File: config.mk
export PLATFORM = sky130hd
export DESIGN_NAME = jtapm_tap
export DESIGN_NICKNAME = d
export VERILOG_FILES = /design/src/hdl/jtapm_pkg.sv /design/src/hdl/jtapm_fifo.sv /design/src/hdl/jtapm_tap.sv
export SDC_FILE = /design/constraint.sdc
export NUM_CORES = 1
export LEC_CHECK = 0
export BUFFER_PORTS_ARGS = -buffer_cell sky130_fd_sc_hd__buf_2
export CORE_MARGIN = 5
export CORE_UTILIZATION = 45
export CTS_BUF_LIST = sky130_fd_sc_hd__clkbuf_4
export CTS_CLUSTER_SIZE = 28
export DETAILED_ROUTE_END_ITERATION = 16
export GPL_ROUTABILITY_DRIVEN = 1
export MAX_ROUTING_LAYER = met4
export PLACE_DENSITY = 0.65
export REMOVE_ABC_BUFFERS = 1
export SLEW_MARGIN = 10
export SYNTH_ARGS = -nofsm -noshare
export SYNTH_HDL_FRONTEND = slang
export SYNTH_SLANG_ARGS = --single-unit
File: constraint.sdc
create_clock -name clk -period 6.7 [get_ports clk]
set_input_delay 1.675 -clock clk [delete_from_list [all_inputs] [get_ports clk]]
set_output_delay 1.675 -clock clk [all_outputs]
set_load 0.03 [all_outputs]
File: src/hdl/jtapm_pkg.sv
/*
 * Constants, TAP state type and decode helpers for the test access port.
 * Assumes a single system clock domain samples all test pins.
 */
package jtapm_pkg;

    localparam int         IR_W          = 4;
    localparam logic [3:0] IR_CAPTURE    = 4'h1;
    localparam logic [3:0] INSTR_EXTEST  = 4'h0;
    localparam logic [3:0] INSTR_INTEST  = 4'h1;
    localparam logic [3:0] INSTR_SAMPLE  = 4'h2;
    localparam logic [3:0] INSTR_ABORT   = 4'h8;
    localparam logic [3:0] DEBUG_PORT_ACCESS_INSTR  = 4'hA;
    localparam logic [3:0] ACCESS_PORT_ACCESS_INSTR = 4'hB;
    localparam logic [3:0] INSTR_IDCODE  = 4'hE;
    localparam logic [3:0] INSTR_BYPASS  = 4'hF;
    localparam int         ID_W          = 32;
    localparam int         BSR_W_DEF     = 8;
    localparam int         FIFO_DEPTH    = 16;
    localparam logic       ALT_FUNC_RST  = 1'b1;
    localparam logic [2:0] TMS_RESET_CNT = 3'h5;
    localparam logic [5:0] SYNC_RST      = 6'h0F; // tck, tms, tdi and trst_n idle at their pull-up level; core_tdo idles low

    typedef enum logic [3:0] {
        TLR, RTI, SEL_DR, CAP_DR, SHIFT_DR, EXIT1_DR, PAUSE_DR, EXIT2_DR, UPD_DR,
        SEL_IR, CAP_IR, SHIFT_IR, EXIT1_IR, PAUSE_IR, EXIT2_IR, UPD_IR
    } jtapm_state_t;

    function automatic jtapm_state_t jtapm_next(input jtapm_state_t s, input logic tms);
        unique case (s)
            TLR:      jtapm_next = tms ? TLR      : RTI;
            RTI:      jtapm_next = tms ? SEL_DR   : RTI;
            SEL_DR:   jtapm_next = tms ? SEL_IR   : CAP_DR;
            CAP_DR:   jtapm_next = tms ? EXIT1_DR : SHIFT_DR;
            SHIFT_DR: jtapm_next = tms ? EXIT1_DR : SHIFT_DR;
            EXIT1_DR: jtapm_next = tms ? UPD_DR   : PAUSE_DR;
            PAUSE_DR: jtapm_next = tms ? EXIT2_DR : PAUSE_DR;
            EXIT2_DR: jtapm_next = tms ? UPD_DR   : SHIFT_DR;
            UPD_DR:   jtapm_next = tms ? SEL_DR   : RTI;
            SEL_IR:   jtapm_next = tms ? TLR      : CAP_IR;
            CAP_IR:   jtapm_next = tms ? EXIT1_IR : SHIFT_IR;
            SHIFT_IR: jtapm_next = tms ? EXIT1_IR : SHIFT_IR;
            EXIT1_IR: jtapm_next = tms ? UPD_IR   : PAUSE_IR;
            PAUSE_IR: jtapm_next = tms ? EXIT2_IR : PAUSE_IR;
            EXIT2_IR: jtapm_next = tms ? UPD_IR   : SHIFT_IR;
            UPD_IR:   jtapm_next = tms ? SEL_DR   : RTI;
        endcase
    endfunction

    // Unknown codes fall back to the bypass path
    function automatic logic [3:0] jtapm_decode(input logic [3:0] ir);
        unique case (ir)
            INSTR_EXTEST, INSTR_INTEST, INSTR_SAMPLE, INSTR_ABORT,
            DEBUG_PORT_ACCESS_INSTR, ACCESS_PORT_ACCESS_INSTR, INSTR_IDCODE: jtapm_decode = ir;
            default:                                jtapm_decode = INSTR_BYPASS;
        endcase
    endfunction

    function automatic logic jtapm_is_core(input logic [3:0] ir);
        jtapm_is_core = (ir == INSTR_ABORT) || (ir == DEBUG_PORT_ACCESS_INSTR) || (ir == ACCESS_PORT_ACCESS_INSTR);
    endfunction

endpackage

File: src/hdl/jtapm_fifo.sv
/*
 * Synchronous FIFO with valid/ready on both sides.
 * Assumes both sides run on clk; rst is synchronous, active high.
 */
`timescale 1ns/100ps
module jtapm_fifo #(
    parameter int W     = 8,
    parameter int DEPTH = 16
) (
    input  wire logic         clk,
    input  wire logic         rst,
    input  wire logic         in_valid,
    output logic              in_ready,
    input  wire logic [W-1:0] in_data,
    output logic              out_valid,
    input  wire logic         out_ready,
    output logic [W-1:0]      out_data
);
    localparam int AW = $clog2(DEPTH);

    logic [W-1:0] mem [DEPTH];
    logic [AW:0]  wp_q;
    logic [AW:0]  wp_d;
    logic [AW:0]  rp_q;
    logic [AW:0]  rp_d;
    logic         push;
    logic         pop;

    assign in_ready  = (wp_q - rp_q) != (AW+1)'(DEPTH);
    assign out_valid = wp_q != rp_q;
    assign out_data  = mem[rp_q[AW-1:0]];
    assign push      = in_valid && in_ready;
    assign pop       = out_valid && out_ready;

    always_comb begin
        wp_d = push ? wp_q + 1'b1 : wp_q;
        rp_d = pop ? rp_q + 1'b1 : rp_q;
    end

    always_ff @(posedge clk) begin
        if (rst) begin
            wp_q <= '0;
            rp_q <= '0;
        end else begin
            wp_q <= wp_d;
            rp_q <= rp_d;
        end
        if (push) begin
            mem[wp_q[AW-1:0]] <= in_data;
        end
    end

endmodule

File: src/hdl/jtapm_tap.sv
/*
 * Test access port: TAP state machine, four-bit instruction chain,
 * bypass, identification and boundary chains, and the TDO multiplexer
 * shared with the core debug port. Preload updates stream out via a FIFO.
 * Assumes tck, tms, tdi, trst_n and core_tdo come from outside the clk
 * domain and that tck is much slower than clk.
 */
`timescale 1ns/100ps
module jtapm_tap #(
    parameter int          BSR_W        = jtapm_pkg::BSR_W_DEF,
    parameter int          DEPTH        = jtapm_pkg::FIFO_DEPTH,
    parameter logic [31:0] IDCODE_VALUE = 32'h0000_1001 // Arbitrary value
) (
    input  wire logic             clk,
    input  wire logic             rst,
    input  wire logic             tck,
    input  wire logic             tms,
    input  wire logic             tdi,
    input  wire logic             trst_n,
    input  wire logic             core_tdo,
    output logic                  tdo,
    output logic                  tdo_oe,
    output logic                  core_tdo_sel,
    input  wire logic [BSR_W-1:0] pin_sample,
    output logic [BSR_W-1:0]      bsr_out,
    output logic                  extest_en,
    output logic                  intest_en,
    input  wire logic             alt_func_wr,
    input  wire logic             alt_func_wdata,
    input  wire logic             lock_open,
    input  wire logic             commit_en,
    output logic                  alt_function_select_bit,
    output logic                  upd_valid,
    input  wire logic             upd_ready,
    output logic [BSR_W-1:0]      upd_data,
    output logic                  upd_refused
);
    import jtapm_pkg::*;

    logic [5:0]       sync1_q;
    logic [5:0]       sync2_q;
    logic             tck_prev_q;
    logic             tck_s;
    logic             tms_s;
    logic             tdi_s;
    logic             trst_s;
    logic             core_s;
    logic             rise;
    logic             fall;

    jtapm_state_t     state_q;
    jtapm_state_t     state_d;
    logic [IR_W-1:0]  ir_q;
    logic [IR_W-1:0]  ir_d;
    logic [IR_W-1:0]  ir_sh_q;
    logic [IR_W-1:0]  ir_sh_d;
    logic             byp_q;
    logic             byp_d;
    logic [ID_W-1:0]  id_sh_q;
    logic [ID_W-1:0]  id_sh_d;
    logic [BSR_W-1:0] bsr_sh_q;
    logic [BSR_W-1:0] bsr_sh_d;
    logic [BSR_W-1:0] bsr_upd_q;
    logic [BSR_W-1:0] bsr_upd_d;
    logic             refused_q;
    logic             refused_d;
    logic             alt_func_q;
    logic             alt_func_d;
    logic [3:0]       instr;
    logic             fifo_ready;
    logic             push;

    logic             tdo_q;
    logic             tdo_d;
    logic             oe_q;
    logic             oe_d;
    logic             csel_q;
    logic             csel_d;

    // Pin synchronisers; only stage two is read
    always_ff @(posedge clk) begin
        if (rst) begin
            sync1_q    <= SYNC_RST;
            sync2_q    <= SYNC_RST;
            tck_prev_q <= SYNC_RST[0];
        end else begin
            sync1_q    <= {1'b0, core_tdo, trst_n, tdi, tms, tck};
            sync2_q    <= sync1_q;
            tck_prev_q <= sync2_q[0];
        end
    end

    assign tck_s  = sync2_q[0];
    assign tms_s  = sync2_q[1];
    assign tdi_s  = sync2_q[2];
    assign trst_s = sync2_q[3];
    assign core_s = sync2_q[4];
    assign rise   = tck_s && !tck_prev_q;
    assign fall   = !tck_s && tck_prev_q;
    assign instr  = jtapm_decode(ir_q);
    assign push   = rise && (state_q == UPD_DR) && (instr == INSTR_SAMPLE) && fifo_ready
                    && trst_s && alt_func_q;

    always_comb begin
        state_d   = state_q;
        ir_d      = ir_q;
        ir_sh_d   = ir_sh_q;
        byp_d     = byp_q;
        id_sh_d   = id_sh_q;
        bsr_sh_d  = bsr_sh_q;
        bsr_upd_d = bsr_upd_q;
        refused_d = refused_q;
        alt_func_d = alt_func_q;
        if (alt_func_wr && lock_open && commit_en) begin
            alt_func_d = alt_func_wdata;
        end
        if (!trst_s || !alt_func_q) begin
            state_d = TLR;
        end else if (rise) begin
            state_d = jtapm_next(state_q, tms_s);
            unique case (state_q)
                CAP_IR:   ir_sh_d = IR_CAPTURE;
                SHIFT_IR: ir_sh_d = {tdi_s, ir_sh_q[IR_W-1:1]};
                UPD_IR:   ir_d = ir_sh_q;
                default:  ;
            endcase
            unique case (state_q)
                CAP_DR: begin
                    if (instr == INSTR_BYPASS) begin
                        byp_d = 1'b0;
                    end
                    if (instr == INSTR_IDCODE) begin
                        id_sh_d = IDCODE_VALUE;
                    end
                    if (instr == INSTR_SAMPLE) begin
                        bsr_sh_d = pin_sample;
                    end
                end
                SHIFT_DR: begin
                    if (instr == INSTR_BYPASS) begin
                        byp_d = tdi_s;
                    end
                    if (instr == INSTR_IDCODE) begin
                        id_sh_d = {tdi_s, id_sh_q[ID_W-1:1]};
                    end
                    if (instr == INSTR_SAMPLE) begin
                        bsr_sh_d = {tdi_s, bsr_sh_q[BSR_W-1:1]};
                    end
                end
                UPD_DR: begin
                    if (instr == INSTR_SAMPLE) begin
                        if (fifo_ready) begin
                            bsr_upd_d = bsr_sh_q;
                        end else begin
                            refused_d = 1'b1;
                        end
                    end
                end
                default: ;
            endcase
        end
        if (state_d == TLR) begin
            ir_d = INSTR_IDCODE;
        end
    end

    always_ff @(posedge clk) begin
        if (rst) begin
            state_q   <= TLR;
            ir_q      <= INSTR_IDCODE;
            ir_sh_q   <= '0;
            byp_q     <= 1'b0;
            id_sh_q   <= '0;
            bsr_sh_q  <= '0;
            bsr_upd_q <= '0;
            refused_q <= 1'b0;
            alt_func_q <= ALT_FUNC_RST;
        end else begin
            state_q   <= state_d;
            ir_q      <= ir_d;
            ir_sh_q   <= ir_sh_d;
            byp_q     <= byp_d;
            id_sh_q   <= id_sh_d;
            bsr_sh_q  <= bsr_sh_d;
            bsr_upd_q <= bsr_upd_d;
            refused_q <= refused_d;
            alt_func_q <= alt_func_d;
        end
    end

    // Serial output and enable, changed only on falling tck edges; core select follows ir_q every clk
    always_comb begin
        tdo_d  = tdo_q;
        oe_d   = oe_q;
        csel_d = jtapm_is_core(ir_q);
        if (fall) begin
            oe_d = alt_func_q && ((state_q == SHIFT_IR) || (state_q == SHIFT_DR));
            if (csel_q) begin
                tdo_d = core_s;
            end else if (state_q == SHIFT_IR) begin
                tdo_d = ir_sh_q[0];
            end else begin
                unique case (instr)
                    INSTR_IDCODE: tdo_d = id_sh_q[0];
                    INSTR_SAMPLE: tdo_d = bsr_sh_q[0];
                    INSTR_BYPASS: tdo_d = byp_q;
                    default:      tdo_d = 1'b0;
                endcase
            end
        end
    end

    always_ff @(posedge clk) begin
        if (rst) begin
            tdo_q  <= 1'b0;
            oe_q   <= 1'b0;
            csel_q <= 1'b0;
        end else begin
            tdo_q  <= tdo_d;
            oe_q   <= oe_d;
            csel_q <= csel_d;
        end
    end

    jtapm_fifo #(
        .W     (BSR_W),
        .DEPTH (DEPTH)
    ) u_fifo (
        .clk       (clk),
        .rst       (rst),
        .in_valid  (push),
        .in_ready  (fifo_ready),
        .in_data   (bsr_sh_q),
        .out_valid (upd_valid),
        .out_ready (upd_ready),
        .out_data  (upd_data)
    );

    assign tdo                     = tdo_q;
    assign tdo_oe                  = oe_q;
    assign core_tdo_sel            = csel_q;
    assign bsr_out                 = bsr_upd_q;
    assign extest_en               = (ir_q == INSTR_EXTEST);
    assign intest_en               = (ir_q == INSTR_INTEST);
    assign alt_function_select_bit = alt_func_q;
    assign upd_refused             = refused_q;

    // Helper: run of tck rises with tms high
    logic [2:0] tms_run_q;
    logic [2:0] tms_run_d;

    always_comb begin
        tms_run_d = tms_run_q;
        if (rise) begin
            tms_run_d = !tms_s ? 3'h0 : (tms_run_q == 3'h7 ? tms_run_q : tms_run_q + 3'h1);
        end
    end

    always_ff @(posedge clk) begin
        if (rst) begin
            tms_run_q <= 3'h0;
        end else begin
            tms_run_q <= tms_run_d;
        end
    end
endmodule

==> Flow_metrics.wiki <==
{| class="wikitable"
! Metric !! Value
|-
| Status || finished, final reports clean
|-
| Final number of hold-violating endpoints || 0
|-
| Ratio of cells with drive above 1 in the final layout || 24.8%
|-
| CTS tree || yes
|-
| Half-perimeter wire length of the detailed placement result || 11700 um
|-
| Yosys warning count || 0
|-
| Post-cts repair resize count || 0
|-
| Max Clock Freq || 0.225 GHz
|-
| Commonest non-fill, non-tap cell in the layout || sky130_fd_sc_hd__edfxtp_1
|-
| Starting Density || 45.6%
|-
| CTS H-tree lvls || 2
|-
| Placeable core region || 19500 um2
|-
| Count of flip-flops with a built-in enable after synthesis || 128
|-
| Worst setup path category || reg -> out
|-
| Total via count after detailed routing || 5624
|-
| Final weighted congestion in routability-driven placement || 0.804
|-
| Maximum capacitance violations || 0
|-
| Number of primary I/O pins || 44
|-
| First drt pass iteration count || 5
|-
| Final critical path time including I/O delays and setup || 4450 ps
|-
| Final wirelength || 18700 um
|-
| Via count of the first global-routing pass || 5682
|-
| Sum of negative setup slack || 0 ps
|-
| Count of antenna diodes in the layout || 0
|-
| Rows || 51
|-
| Die Span Y || 150 um
|-
| Mapped cell area || 8880 um2
|-
| Wirelength per Cell || 18.3 um
|-
| Peak ir drop on the vdd network || 0.117 mV
|-
| Synthesis-to-layout area growth || 11.6%
|-
| Signal arrival time at the worst endpoint || 2780 ps
|-
| Setup violators final || 0
|-
| Cell count after synthesis || 660
|-
| Netlist cell types || 54
|-
| Max Root-Sink Buffers || 3
|-
| Pins over their slew limit || 0
|-
| Number of flip-flops and latches in the synthesized netlist || 219
|-
| Total track usage || 17.5%
|-
| Final routed DRC violation total || 0
|-
| Vias per cell || 5.49
|-
| Met1 Usage GRT || 20.5%
|-
| Worst Path Max Fanout || 32
|-
| Fraction of registers with async set/reset || 0%
|-
| Post-route insts no fill || 1024
|-
| Worst Hold Class || reg -> reg
|-
| Global-route wire length before repair || 29800 um
|-
| Horizontal die dimension || 150 um
|-
| Sequential fraction of the synthesis area || 63.8%
|-
| Slew at the pin closest to its max-slew limit || 1070 ps
|-
| Total of buffers placed on input and output ports || 43
|-
| GRT Residual Overflow || 0
|-
| Met2 Track Usage GR || 30.4%
|-
| Clock latency of the later-clocked register in the worst-skew pair || 650 ps
|-
| Most frequent cells in the layout || 128 x sky130_fd_sc_hd__edfxtp_1, 90 x sky130_fd_sc_hd__dfxtp_1, 80 x sky130_fd_sc_hd__clkbuf_4
|-
| Register-to-register setup slack || 3390 ps
|-
| Met3 Track Usage GR || 3.61%
|-
| Critical path startpoint category || flop
|-
| Power Density || 253 nW/um2
|-
| Critical path capture point type || output port
|-
| Leakage || 0.00333 uW
|-
| Pin count of the biggest net entering global routing || 82
|-
| Setup repair bufs after CTS || 0
|-
| Inserted Clock Buffers || 54
|-
| Number of hold buffers added after cts || 0
|-
| Setup repair after global routing missed its margin || no
|-
| Number of placed instances, taps included || 926
|-
| Post-detailed-route count of antenna-violating nets || 0
|-
| Number of DRC violations after detailed-routing iteration 0 || 361
|-
| Final worst path period share || 66.4%
|-
| Total Nets Final || 746
|-
| Most heavily used metal layer in global routing || met2
|-
| Worst hold slack after final layout || 405 ps
|-
| Post-synthesis area per instance || 13.4 um2
|-
| Clock transition at the registers of the reported paths || 70 ps
|-
| Worst endpoint required time || 5030 ps
|-
| Total clock sinks || 219
|-
| Floorplan die area || 22600 um2
|-
| Antenna violations before repair || 0
|-
| Dominant synthesized flop cell || sky130_fd_sc_hd__edfxtp_1
|-
| Clock skew || 24.2 ps
|-
| Worst max-slew margin expressed relative to the limit || 29.0%
|-
| Clock Tree Root || sky130_fd_sc_hd__clkbuf_4
|}
==> report_power, final <==
group          internal (uW)  switching [uW]
combinational           10.6            17.1
clock                    548             513
sequential              1410            2.70
==> flip-flops by register name, indices dropped and copies added (netlist names), named ones only <==
register                 flops
alt_function_select_bit      1
bsr_out                      8
bsr_sh_q                     8
byp_q                        1
core_tdo_sel                 1
id_sh_q                     32
ir_q                         4
ir_sh_q                      4
state_q                      4
sync1_q                      5
sync2_q                      5
tck_prev_q                   1
tdo                          1
tdo_oe                       1
u_fifo.mem                 128
u_fifo.rp_q                  5
u_fifo.wp_q                  5
upd_refused                  1
==> stage by stage <==
stage / total power [uW] / util (%) / area, um2 / setup WS [ps]
3_5_place_dp: 1470 / 47.4 / 9230 / 2880
6_report: 2500 / 50.9 / 9910 / 2250
4_1_cts: 2540 / 50.9 / 9910 / 2160
3_3_place_gp: 1470 / 47.4 / 9230 / 2930
2_1_floorplan: 1450 / - / 8650 / 2360
5_1_grt: 2620 / 50.9 / 9910 / 2090
==> synth_stat cells, drive strengths merged, types with 5 or more instances <==
master / n / area, um2
edfxtp: 128 / 3840
dfxtp: 91 / 1820
a21oi: 53 / 265
nand2: 49 / 184
nand3: 48 / 240
mux4: 40 / 901
nor2: 35 / 131
clkbuf: 33 / 124
and3: 21 / 131
o21ai: 16 / 80.1
mux2i: 14 / 140
buf: 13 / 103
a211oi: 10 / 85.1
inv: 10 / 37.5
nor2b: 10 / 62.6
or2: 10 / 62.6
ha: 9 / 113
nor3: 9 / 45.0
and2: 7 / 43.8
xnor2: 6 / 52.6
nand2b: 5 / 31.3
==> cells by family after synthesis <==
logic type | Yosys count | synth area share (%)
mux | 54 | 11.7
xor+xnor | 7 | 0.691
simple gates | 213 | 12.2
fa+ha+maj | 9 | 1.27
flops | 219 | 63.8
buf+inv | 56 | 2.97
compound gates | 102 | 7.26
==> path summary, 6_finish.rpt <==
kind / startpoint / to / depth (start not counted)
min reg2reg: sync1_q[1] / sync2_q[1] / 1
max reg2reg: u_fifo.rp_q[2] / u_fifo.mem[4][3] / 7
min: sync1_q[1] / sync2_q[1] / 1
max: flop / upd_data[3] / 4
==> cell type report <==
type | count | area (um2)
fill | 1693 | 9550
sequential | 219 | 5670
multi-input combinational | 385 | 2950
clock buffer | 80 | 601
tap | 265 | 332
timing repair buffer | 47 | 245
clock inverter | 18 | 76.3
inverter | 10 | 37.5
==> worst max-delay path, cell delays in order (launching register included) <==
cell	delay, ps
sky130_fd_sc_hd__dfxtp_2	310
sky130_fd_sc_hd__buf_4	490
sky130_fd_sc_hd__mux4_2	590
sky130_fd_sc_hd__mux4_2	500
sky130_fd_sc_hd__buf_2	200
==> metal layers <==
layer  part of all wire (%)  routed length [um]
met2                     52                9660
met4                    2.0                 379
met1                     41                7670
met3                    5.3                 991
met5                      0                   0
Power figures use the tool's default switching activity.
